===== src/scta_pkg.sv =====
`default_nettype none
package scta_pkg;

  //////////////////////////////////////////////////////////////////////////////
  // Register byte offsets on the bus.
  localparam logic [3:0] CTRL_OFS = 4'h0;
  localparam logic [3:0] LEVEL_OFS = 4'h4;
  localparam logic [3:0] CMD_OFS = 4'h8;
  localparam logic [3:0] STAT_OFS = 4'hc;

  // Control register field positions.
  localparam int CTRL_ARM_LSB = 0;
  localparam int CTRL_IMM = 2;
  localparam int CTRL_SRC2 = 3;
  localparam int CTRL_NEG = 4;
  localparam int CTRL_AUTO = 5;
  localparam int CTRL_REP = 6;

  // Command register bit positions; every bit is a self-clearing action.
  localparam int CMD_RUN = 0;
  localparam int CMD_STOP = 1;
  localparam int CMD_TGL_IMM = 2;
  localparam int CMD_TGL_SRC = 3;
  localparam int CMD_TGL_SLOPE = 4;
  localparam int CMD_TGL_AUTO = 5;
  localparam int CMD_TGL_REP = 6;
  localparam int CMD_LVL_UP = 7;
  localparam int CMD_LVL_DN = 8;

  // Status register bit positions.
  localparam int STAT_ST_LSB = 0;
  localparam int STAT_TIMEOUT = 2;
  localparam int STAT_WAITING = 3;
  localparam int STAT_TRIGGERED = 4;
  localparam int STAT_BLOCKED = 5;

  // Values after reset.
  localparam logic RST_IMM = 1'b0;
  localparam logic RST_SRC2 = 1'b0;
  localparam logic RST_NEG = 1'b0;
  localparam logic RST_AUTO = 1'b1;
  localparam logic RST_REP = 1'b0;

  // Level is a percentage of the display window; one step is 1 % of full scale.
  localparam logic [6:0] LEVEL_MAX = 7'h64;
  localparam logic [6:0] RST_LEVEL = 7'h32;

  // Auto-trigger wait: time in milliseconds and the clock rate give the count.
  localparam int CLK_HZ = 50000000;
  localparam int AUTO_TRIG_MS = 1000;
  localparam int AUTO_TRIG_CYCLES = AUTO_TRIG_MS * (CLK_HZ / 1000);

  typedef enum logic [1:0] {
    ARM_FREE = 2'b00,
    ARM_EXT = 2'b01,
    ARM_ANA1 = 2'b10,
    ARM_ANA2 = 2'b11
  } scta_arm_t;

  typedef enum logic [1:0] {
    ST_IDLE = 2'b00,
    ST_ARM = 2'b01,
    ST_WAIT = 2'b10,
    ST_SHOW = 2'b11
  } scta_state_t;

endpackage
`default_nettype wire


===== src/scta_core.sv =====
`default_nettype none
// Summary of operation
// - Arm source is free-run, external, analyzer one or two; free-run after reset.
// - Free-run acquires with no trigger synchronization: once per run, or continuously in repetitive mode.
// - External arm plus immediate mode triggers as soon as arm is asserted.
// - Analyzer arm plus immediate mode triggers as soon as that analyzer arms.
// - Edge mode triggers when selected channel crosses level on chosen slope.
// - Edge source toggles between channel one and two; channel one by default.
// - Level moves in steps of one percent of full scale.
// - A level outside the waveform gives no trigger and unsynchronized display.
// - Level is clamped to the display window and starts at its default.
// - Slope toggles between positive and negative; positive by default.
// - Auto-trigger waits about one second, then shows memory and flags timeout.
// - Without auto-trigger, wait forever, hold display, show waiting.
// - Auto-trigger is on by default and toggled by one command.
// - Single mode: run makes one acquisition, then idles until next run.
// - Repetitive mode acquires and refreshes until stop; run resumes.
// - Single run mode at power-on; run mode toggles between two choices.
// - Repetitive run starts only when analyzers are off or done.
// - Immediate mode triggers on arming without looking at channel levels.
// - Trigger mode toggles between edge and immediate; edge by default.
module scta_core #(
  parameter int TIMEOUT_CYCLES = scta_pkg::AUTO_TRIG_CYCLES
) (
  input wire logic clk_i,
  input wire logic rst_i,
  input wire logic cyc_i,
  input wire logic stb_i,
  input wire logic we_i,
  input wire logic [3:0] adr_i,
  input wire logic [3:0] sel_i,
  input wire logic [31:0] dat_i,
  output logic [31:0] dat_o,
  output logic ack_o,
  input wire logic ext_arm_i,
  input wire logic [1:0] ana_arm_i,
  input wire logic [1:0] ana_enabled_i,
  input wire logic [1:0] ana_done_i,
  input wire logic comp_ch1_i,
  input wire logic comp_ch2_i,
  output logic [6:0] trig_level_o,
  output logic acquiring_o,
  output logic trig_o,
  output logic display_update_o,
  output logic timeout_o,
  output logic waiting_o
);
  import scta_pkg::*;

  // Refuse counts that the 26-bit wait counter and its expiry compare cannot hold.
  if (TIMEOUT_CYCLES < 2 || TIMEOUT_CYCLES > (1 << 26))
  begin : g_bad_timeout
    $error("TIMEOUT_CYCLES out of range");
  end

  typedef struct packed {
    logic ack;
    logic [31:0] rdat;
    scta_arm_t arm_src;
    logic imm;
    logic src2;
    logic neg;
    logic autot;
    logic rep;
    logic [6:0] level;
    scta_state_t st;
    logic [25:0] cnt;
    logic [1:0] ext_sy;
    logic [1:0] c1_sy;
    logic [1:0] c2_sy;
    logic c1_prev;
    logic c2_prev;
    logic timeout;
    logic waiting;
    logic trig;
    logic disp;
    logic triggered;
    logic blocked;
    logic acq;
  } scta_regs_t;

  scta_regs_t s;
  scta_regs_t next_s;

  //////////////////////////////////////////////////////////////////////////////
  // Bus decode; a write acts only in the single cycle before ack rises.
  logic req;
  logic wr;
  logic [31:0] wd;
  logic cmd_wr;
  logic run_cmd;
  logic stop_cmd;
  logic ana_ready;
  logic arm_ok;
  logic ch_now;
  logic ch_prev;
  logic hit;
  logic [25:0] to_last;

  assign req = cyc_i && stb_i && !s.ack;
  assign wr = req && we_i;
  assign wd = dat_i & {{8{sel_i[3]}}, {8{sel_i[2]}}, {8{sel_i[1]}}, {8{sel_i[0]}}};
  assign cmd_wr = wr && (adr_i == CMD_OFS);
  assign run_cmd = cmd_wr && wd[CMD_RUN];
  assign stop_cmd = cmd_wr && wd[CMD_STOP];
  assign to_last = 26'(TIMEOUT_CYCLES - 1);

  assign ana_ready = &(~ana_enabled_i | ana_done_i);

  // Arm qualification by source; free-run never waits for an arm.
  always_comb
  begin
    unique case (s.arm_src)
      ARM_FREE: arm_ok = 1'b1;
      ARM_EXT: arm_ok = s.ext_sy[1];
      ARM_ANA1: arm_ok = ana_arm_i[0];
      ARM_ANA2: arm_ok = ana_arm_i[1];
    endcase
  end

  // edge from samples
  // Only the second synchroniser stage and its delayed copy are compared.
  assign ch_now = s.src2 ? s.c2_sy[1] : s.c1_sy[1];
  assign ch_prev = s.src2 ? s.c2_prev : s.c1_prev;
  assign hit = s.neg ? (ch_prev && !ch_now) : (!ch_prev && ch_now);

  //////////////////////////////////////////////////////////////////////////////
  // Next-state logic for every register of the block.
  always_comb
  begin
    next_s = s;
    next_s.ack = req;
    next_s.trig = 1'b0;
    next_s.disp = (s.st == ST_SHOW);
    next_s.ext_sy = {s.ext_sy[0], ext_arm_i};
    next_s.c1_sy = {s.c1_sy[0], comp_ch1_i};
    next_s.c2_sy = {s.c2_sy[0], comp_ch2_i};
    next_s.c1_prev = s.c1_sy[1];
    next_s.c2_prev = s.c2_sy[1];

    // Register reads; unmapped offsets answer with zero.
    next_s.rdat = 32'h0;
    if (req && !we_i)
    begin
      unique case (adr_i)
        CTRL_OFS: next_s.rdat = {25'h0, s.rep, s.autot, s.neg, s.src2, s.imm, s.arm_src};
        LEVEL_OFS: next_s.rdat = {25'h0, s.level};
        STAT_OFS: next_s.rdat = {26'h0, s.blocked, s.triggered, s.waiting, s.timeout, s.st};
        default: next_s.rdat = 32'h0;
      endcase
    end

    if (wr && adr_i == CTRL_OFS)
    begin
      next_s.arm_src = scta_arm_t'(wd[CTRL_ARM_LSB +: 2]);
      next_s.imm = wd[CTRL_IMM];
      next_s.src2 = wd[CTRL_SRC2];
      next_s.neg = wd[CTRL_NEG];
      next_s.autot = wd[CTRL_AUTO];
      next_s.rep = wd[CTRL_REP];
    end
    if (wr && adr_i == LEVEL_OFS)
      next_s.level = (wd[6:0] > LEVEL_MAX || wd[31:7] != 25'h0) ? LEVEL_MAX : wd[6:0];
    if (cmd_wr)
    begin
      next_s.imm = s.imm ^ wd[CMD_TGL_IMM];
      next_s.src2 = s.src2 ^ wd[CMD_TGL_SRC];
      next_s.neg = s.neg ^ wd[CMD_TGL_SLOPE];
      next_s.autot = s.autot ^ wd[CMD_TGL_AUTO];
      next_s.rep = s.rep ^ wd[CMD_TGL_REP];
      if (wd[CMD_LVL_UP] && !wd[CMD_LVL_DN] && s.level < LEVEL_MAX)
        next_s.level = s.level + 7'h01;
      else if (wd[CMD_LVL_DN] && !wd[CMD_LVL_UP] && s.level != 7'h00)
        next_s.level = s.level - 7'h01;
    end

    // Run sequencer; stop always wins the next state, but a trig pulse or timeout flag set in that cycle still appears.
    unique case (s.st)
      ST_IDLE:
      begin
        if (run_cmd && !stop_cmd && s.rep && !ana_ready)
          next_s.blocked = 1'b1;
        else if (run_cmd && !stop_cmd)
        begin
          next_s.st = ST_ARM;
          next_s.timeout = 1'b0;
          next_s.blocked = 1'b0;
          next_s.triggered = 1'b0;
        end
      end
      ST_ARM:
      begin
        if (s.arm_src == ARM_FREE)
        begin
          next_s.st = ST_SHOW;
          next_s.triggered = 1'b0;
        end
        else if (arm_ok && s.imm)
        begin
          next_s.st = ST_SHOW;
          next_s.trig = 1'b1;
          next_s.triggered = 1'b1;
        end
        else if (arm_ok)
        begin
          next_s.st = ST_WAIT;
          next_s.cnt = 26'h0;
        end
      end
      ST_WAIT:
      begin
        // edge trigger
        // A level beyond the waveform never toggles the comparator, so no hit.
        if (hit)
        begin
          next_s.st = ST_SHOW;
          next_s.trig = 1'b1;
          next_s.triggered = 1'b1;
        end
        else if (s.autot && s.cnt >= to_last)
        begin
          next_s.st = ST_SHOW;
          next_s.timeout = 1'b1;
          next_s.triggered = 1'b0;
        end
        else if (s.cnt < to_last)
          next_s.cnt = s.cnt + 26'h1;
      end
      ST_SHOW:
      begin
        next_s.st = s.rep ? ST_ARM : ST_IDLE;
      end
    endcase
    if (stop_cmd)
      next_s.st = ST_IDLE;
    next_s.waiting = (next_s.st == ST_WAIT) && !next_s.autot;
    // Busy flag follows the next state, so the output leaves a flop with no decode delay.
    next_s.acq = (next_s.st != ST_IDLE);
  end

  //////////////////////////////////////////////////////////////////////////////
  // State register with synchronous reset to the power-on settings.
  always_ff @(posedge clk_i)
  begin
    if (rst_i)
    begin
      s <= '0;
      s.arm_src <= ARM_FREE;
      s.imm <= RST_IMM;
      s.src2 <= RST_SRC2;
      s.neg <= RST_NEG;
      s.autot <= RST_AUTO;
      s.rep <= RST_REP;
      s.level <= RST_LEVEL;
      s.st <= ST_IDLE;
    end
    else
      s <= next_s;
  end

  // Outputs come straight from the state flops.
  assign dat_o = s.rdat;
  assign ack_o = s.ack;
  assign trig_level_o = s.level;
  assign acquiring_o = s.acq;
  assign trig_o = s.trig;
  assign display_update_o = s.disp;
  assign timeout_o = s.timeout;
  assign waiting_o = s.waiting;

  //////////////////////////////////////////////////////////////////////////////
  // Checks on the sequencer.
  a_reset_defaults: assert property (@(posedge clk_i) $fell(rst_i) |->
    s.arm_src == ARM_FREE && !s.src2 && !s.neg && s.autot && !s.rep && !s.imm && s.level == RST_LEVEL)
    else $error("defaults wrong after reset");
  a_free_run: assert property (@(posedge clk_i) disable iff (rst_i)
    s.st == ST_ARM && s.arm_src == ARM_FREE && !stop_cmd |=> s.st == ST_SHOW && !trig_o ##1 display_update_o)
    else $error("free-run did not present unsynchronized");
  a_ext_immediate: assert property (@(posedge clk_i) disable iff (rst_i)
    s.st == ST_ARM && s.arm_src == ARM_EXT && s.imm && s.ext_sy[1] && !stop_cmd |=> trig_o)
    else $error("external arm did not trigger");
  a_ana_immediate: assert property (@(posedge clk_i) disable iff (rst_i)
    s.st == ST_ARM && s.arm_src == ARM_ANA2 && s.imm && ana_arm_i[1] && !stop_cmd |=> trig_o && s.triggered)
    else $error("analyzer arm did not trigger");
  a_edge_fires: assert property (@(posedge clk_i) disable iff (rst_i)
    s.st == ST_WAIT && hit && !stop_cmd |=> trig_o ##1 display_update_o)
    else $error("edge did not trigger");
  a_level_clamp: assert property (@(posedge clk_i) disable iff (rst_i)
    trig_level_o <= LEVEL_MAX)
    else $error("level outside window");
  a_timeout_sets: assert property (@(posedge clk_i) disable iff (rst_i)
    s.st == ST_WAIT && s.autot && s.cnt == to_last && !hit && !stop_cmd |=> timeout_o && !trig_o && s.st == ST_SHOW)
    else $error("timeout not taken");
  a_hold_waiting: assert property (@(posedge clk_i) disable iff (rst_i)
    s.st == ST_WAIT && !s.autot && !hit && !stop_cmd && !cmd_wr |=> s.st == ST_WAIT && waiting_o && !display_update_o)
    else $error("left wait without trigger");
  a_single_idle: assert property (@(posedge clk_i) disable iff (rst_i)
    s.st == ST_SHOW && !s.rep |=> s.st == ST_IDLE && display_update_o)
    else $error("single run did not idle");
  a_repeat_rearm: assert property (@(posedge clk_i) disable iff (rst_i)
    s.st == ST_SHOW && s.rep && !stop_cmd |=> s.st == ST_ARM)
    else $error("repetitive run did not rearm");
  a_rep_gate: assert property (@(posedge clk_i) disable iff (rst_i)
    s.st == ST_IDLE && run_cmd && s.rep && !ana_ready |=> s.st == ST_IDLE && s.blocked)
    else $error("repetitive run started while analyzer busy");
  a_count_clear: assert property (@(posedge clk_i) disable iff (rst_i)
    s.st == ST_ARM && s.arm_src != ARM_FREE && arm_ok && !s.imm && !stop_cmd |=> s.st == ST_WAIT && s.cnt == 26'h0)
    else $error("timeout counter not cleared at arm");

endmodule // scta_core
`default_nettype wire


===== config.mk =====
export PLATFORM = sky130hd
export DESIGN_NAME = scta_core
export DESIGN_NICKNAME = d
export VERILOG_FILES = /design/src/scta_pkg.sv /design/src/scta_core.sv
export SDC_FILE = /design/constraint.sdc
export NUM_CORES = 1
export LEC_CHECK = 0
export BUFFER_PORTS_ARGS = -buffer_cell sky130_fd_sc_hd__clkbuf_2
export CORE_MARGIN = 1
export CORE_UTILIZATION = 49
export CTS_BUF_LIST = sky130_fd_sc_hd__clkbuf_16
export DETAILED_ROUTE_END_ITERATION = 12
export HOLD_SLACK_MARGIN = 0.08
export PLACE_DENSITY = 0.74
export SETUP_SLACK_MARGIN = 0.5
export SYNTH_ARGS = -nofsm -noshare
export SYNTH_HDL_FRONTEND = slang
export SYNTH_SLANG_ARGS = --single-unit

===== constraint.sdc =====
create_clock -name clk_i -period 4 [get_ports clk_i]
set_input_delay 0.2 -clock clk_i [delete_from_list [all_inputs] [get_ports clk_i]]
set_output_delay 0.2 -clock clk_i [all_outputs]
set_load 0.02 [all_outputs]

==> results.py <==
metrics = {
    "route": {
        "dr.pass1.iters": 7,
        "wirelength_mm": 9.91,
        "drc": 0,
        "drtIter0Drc": 217,
        "wl_per_cell_um": 14.9,
        "m1WireLength_mm": 4.18,
        "dr_total_vias": 3843,
        "avgViaCountPerCell": 5.80,
        "antenna_left": 0,
        "dr_wl_met3_um": 725,
        "wl_met2_mm": 4.87,
        "top_layer": "met4",
    },
    "placed_design": {
        "postPlaceCellArea_mm2": 0.00433,
        "gp_congestion": 0.919,
        "place_ws_ns": 1.55,
        "port_buffers": 73,
        "dp_hpwl_mm": 7.35,
    },
    "timing": {
        "timing.final.crit_period_ns": 2.47,
        "tightest_slew_ns": 0.813,
        "slew_viol_final": 0,
        "skew_ns": 0.00781,
        "max_freq_mhz": 405,
        "hold_viol_final": 0,
        "rsz0062_at_grt": "false",
        "worst_slack_ns": 1.53,
        "period_share_pct": 61.8,
        "setup_viol": 0,
        "timing.slew.headroom_pct": 45.8,
        "finalSetupTns_ns": 0,
    },
    "synthesis": {
        "yosysUniqueCellTypes": 82,
        "yosys_warnings": 0,
        "async_reset_ff_share_pct": 0,
        "synth-seq-cells": 65,
        "synth_edf_count": 0,
        "synth_flop_cell": "dfxtp_1",
        "synth_area_mm2": 0.00412,
        "avgSynthCellArea_um2": 8.24,
        "ys_seq_area_share_pct": 31.6,
        "syn_inst": 500,
    },
    "clocking": {
        "clk_latency_ns": 0.34,
        "htree_levels": 3,
        "cts-root-buf": "clkbuf_16",
        "cts.clk_slew.worst_paths_ns": 0.06,
        "cts.path.max_buffers": 2,
        "cts_sinks": 65,
        "cts_tree": "yes",
        "cts_inserted_buffers": 9,
    },
    "job": {
        "maxCapViolCount": 0,
    },
    "worst_setup_path": {
        "path_class": "flip-flop to flip-flop",
        "rr_worst_depth": 7,
        "arrival_ns": 2.75,
        "crit_path_end_kind": "flip-flop",
        "path_max_fanout": 11,
        "worst-endpoint-required_ns": 4.28,
        "r2r_setup_slack_ns": 1.53,
        "start_kind": "flip-flop",
        "reg2reg_to": "s[32]",
        "rr_startpoint": "s[15]",
    },
    "min_path": {
        "hold_end": "next_s[12]",
        "hold_start": "comp_ch1_i",
        "hold_depth": 2,
        "min_path_type": "primary input to flip-flop",
    },
    "floorplanning": {
        "start_util_pct": 50.4,
        "io_pins": 99,
        "core_area_mm2": 0.00818,
        "row_count": 33,
        "die_x_um": 93.7,
        "die_height_um": 93.7,
        "dieArea_mm2": 0.00878,
    },
    "cells_and_area": {
        "drive_above_1_share_pct": 20.8,
        "area_delta_synth_final_pct": 13.2,
        "design_area_mm2": 0.00467,
        "final_common_cell": "clkbuf_2",
        "antenna_cells": 0,
        "finalNetCount": 616,
        "layout_common_cells": "clkbuf_2, dfxtp_1, nand2_1",
    },
    "global_routing": {
        "grt_overflow": 0,
        "grt_pass1_wl_mm": 16.4,
        "antenna_found_initial": 0,
        "grt.total_usage_pct": 23.8,
        "grt_pass1_vias": 3501,
        "grt_max_degree": 34,
    },
    "outcome": {
        "status": "completed",
    },
    "pwr": {
        "p_per_area_mw_per_mm2": 380,
        "ir_worst_vdd_mv": 0.240,
        "total_power_w": 0.00177,
        "static-leakage-power_nw": 1.89,
    },
}
-- routing by layer --
metal | track usage, % | vias to the layer above
met2 | 39.7 | 149
li1 | - | 1877
met5 | 0 | -
met3 | 6.39 | 13
met4 | 7.56 | 0
met1 | 29.6 | 1804
-- power by group --
group,switching [W],internal (W),leakage [nW],total [W]
Combinational,0.000164,0.000102,1.21,0.000266
Clock,0.000286,0.000539,0.158,0.000825
Sequential,0.0000174,0.000665,0.526,0.000683
-- worst max-delay path, cell delays in order (launching register included) --
cell and delay [ns]:
dfxtp_1 0.34, ha_1 0.22, and2_2 0.25, a2111oi_4 0.39
or3_4 0.25, nand4_1 0.33, or4_1 0.57, nand2_1 0.07
-- synthesized netlist by cell type, types with 3 or more instances --
cell	instances	area (um^2)
ha_1	9	113
a31oi_1	11	68.8
nand4_1	7	43.8
mux2i_1	5	50.1
nor2_1	41	154
nand2_1	55	206
nor4_1	10	62.6
nand3b_1	4	30.0
dfxtp_1	65	1300
o211ai_1	8	60.1
or3_1	9	56.3
nor3_1	4	20.0
o22ai_1	3	18.8
a211o_1	3	26.3
nand4_2	3	37.5
nand2b_1	10	62.6
xnor2_1	7	61.3
clkbuf_1	14	52.6
a21o_1	3	22.5
or4_1	8	60.1
buf_4	39	293
and2_1	5	31.3
and3_1	7	43.8
xor2_1	5	43.8
a22oi_1	6	45.0
a21oi_1	24	120
nand3_1	18	90.1
nor2b_1	14	87.6
o21ai_0	22	110
inv_1	12	45.0
mux2_2	3	33.8
-- registers in the layout, indices dropped and copies added, names as in the netlist --
| register | count |
|---|---|
| s | 40 |
| trig_level_o | 7 |
| display_update_o | 1 |
| waiting_o | 1 |
| dat_o | 7 |
| timeout_o | 1 |
| acquiring_o | 1 |
| trig_o | 1 |
| next_s | 5 |
| ack_o | 1 |
-- cell type report --
class,count,area (um^2)
repair buffers,76,393
fillers,777,3510
flip-flops and latches,65,1300
clock buffers,9,225
multi-input cells,389,2480
well taps,105,131
inverters,12,45.0
clock inverters,7,86.3
-- logic make-up after synthesis --
| kind of cell | synth area share [%] |
|---|---|
| XOR/XNOR | 2.55 |
| AO/OA/AOI/OAI | 19.5 |
| flip-flops | 31.6 |
| multiplexers | 3.13 |
| other | 0.0910 |
| AND/OR/NAND/NOR | 30.1 |
| adder cells (fa/ha/maj) | 2.73 |
| buffers and inverters | 10.4 |
-- stage by stage --
step	utilization (%)	cells	hold WS, ns
2_1_floorplan	-	524	0.328
3_5_place_dp	53.0	645	0.421
6_report	57.1	663	0.0805
3_3_place_gp	53.0	645	0.413
4_1_cts	56.9	662	0.0813
5_1_grt	57.1	663	0.108
-- worst max-delay path by stage --
stage | startpoint | end | cells past startpoint
2_1_floorplan | trig_level_o[0] | trig_level_o[6] | 9
3_3_place_gp | s[15] | s[32] | 7
3_5_place_dp | s[15] | s[32] | 7
4_1_cts | s[15] | s[32] | 7
5_1_grt | s[15] | s[32] | 7
6_report | s[15] | s[32] | 7
-- timing repair --
action                                 CTS  global route
gates resized for setup                  0             0
setup buffers                            0             0
hold buffers                             1             1
endpoints found under the hold margin    1             1
Power figures use the tool's default switching activity.
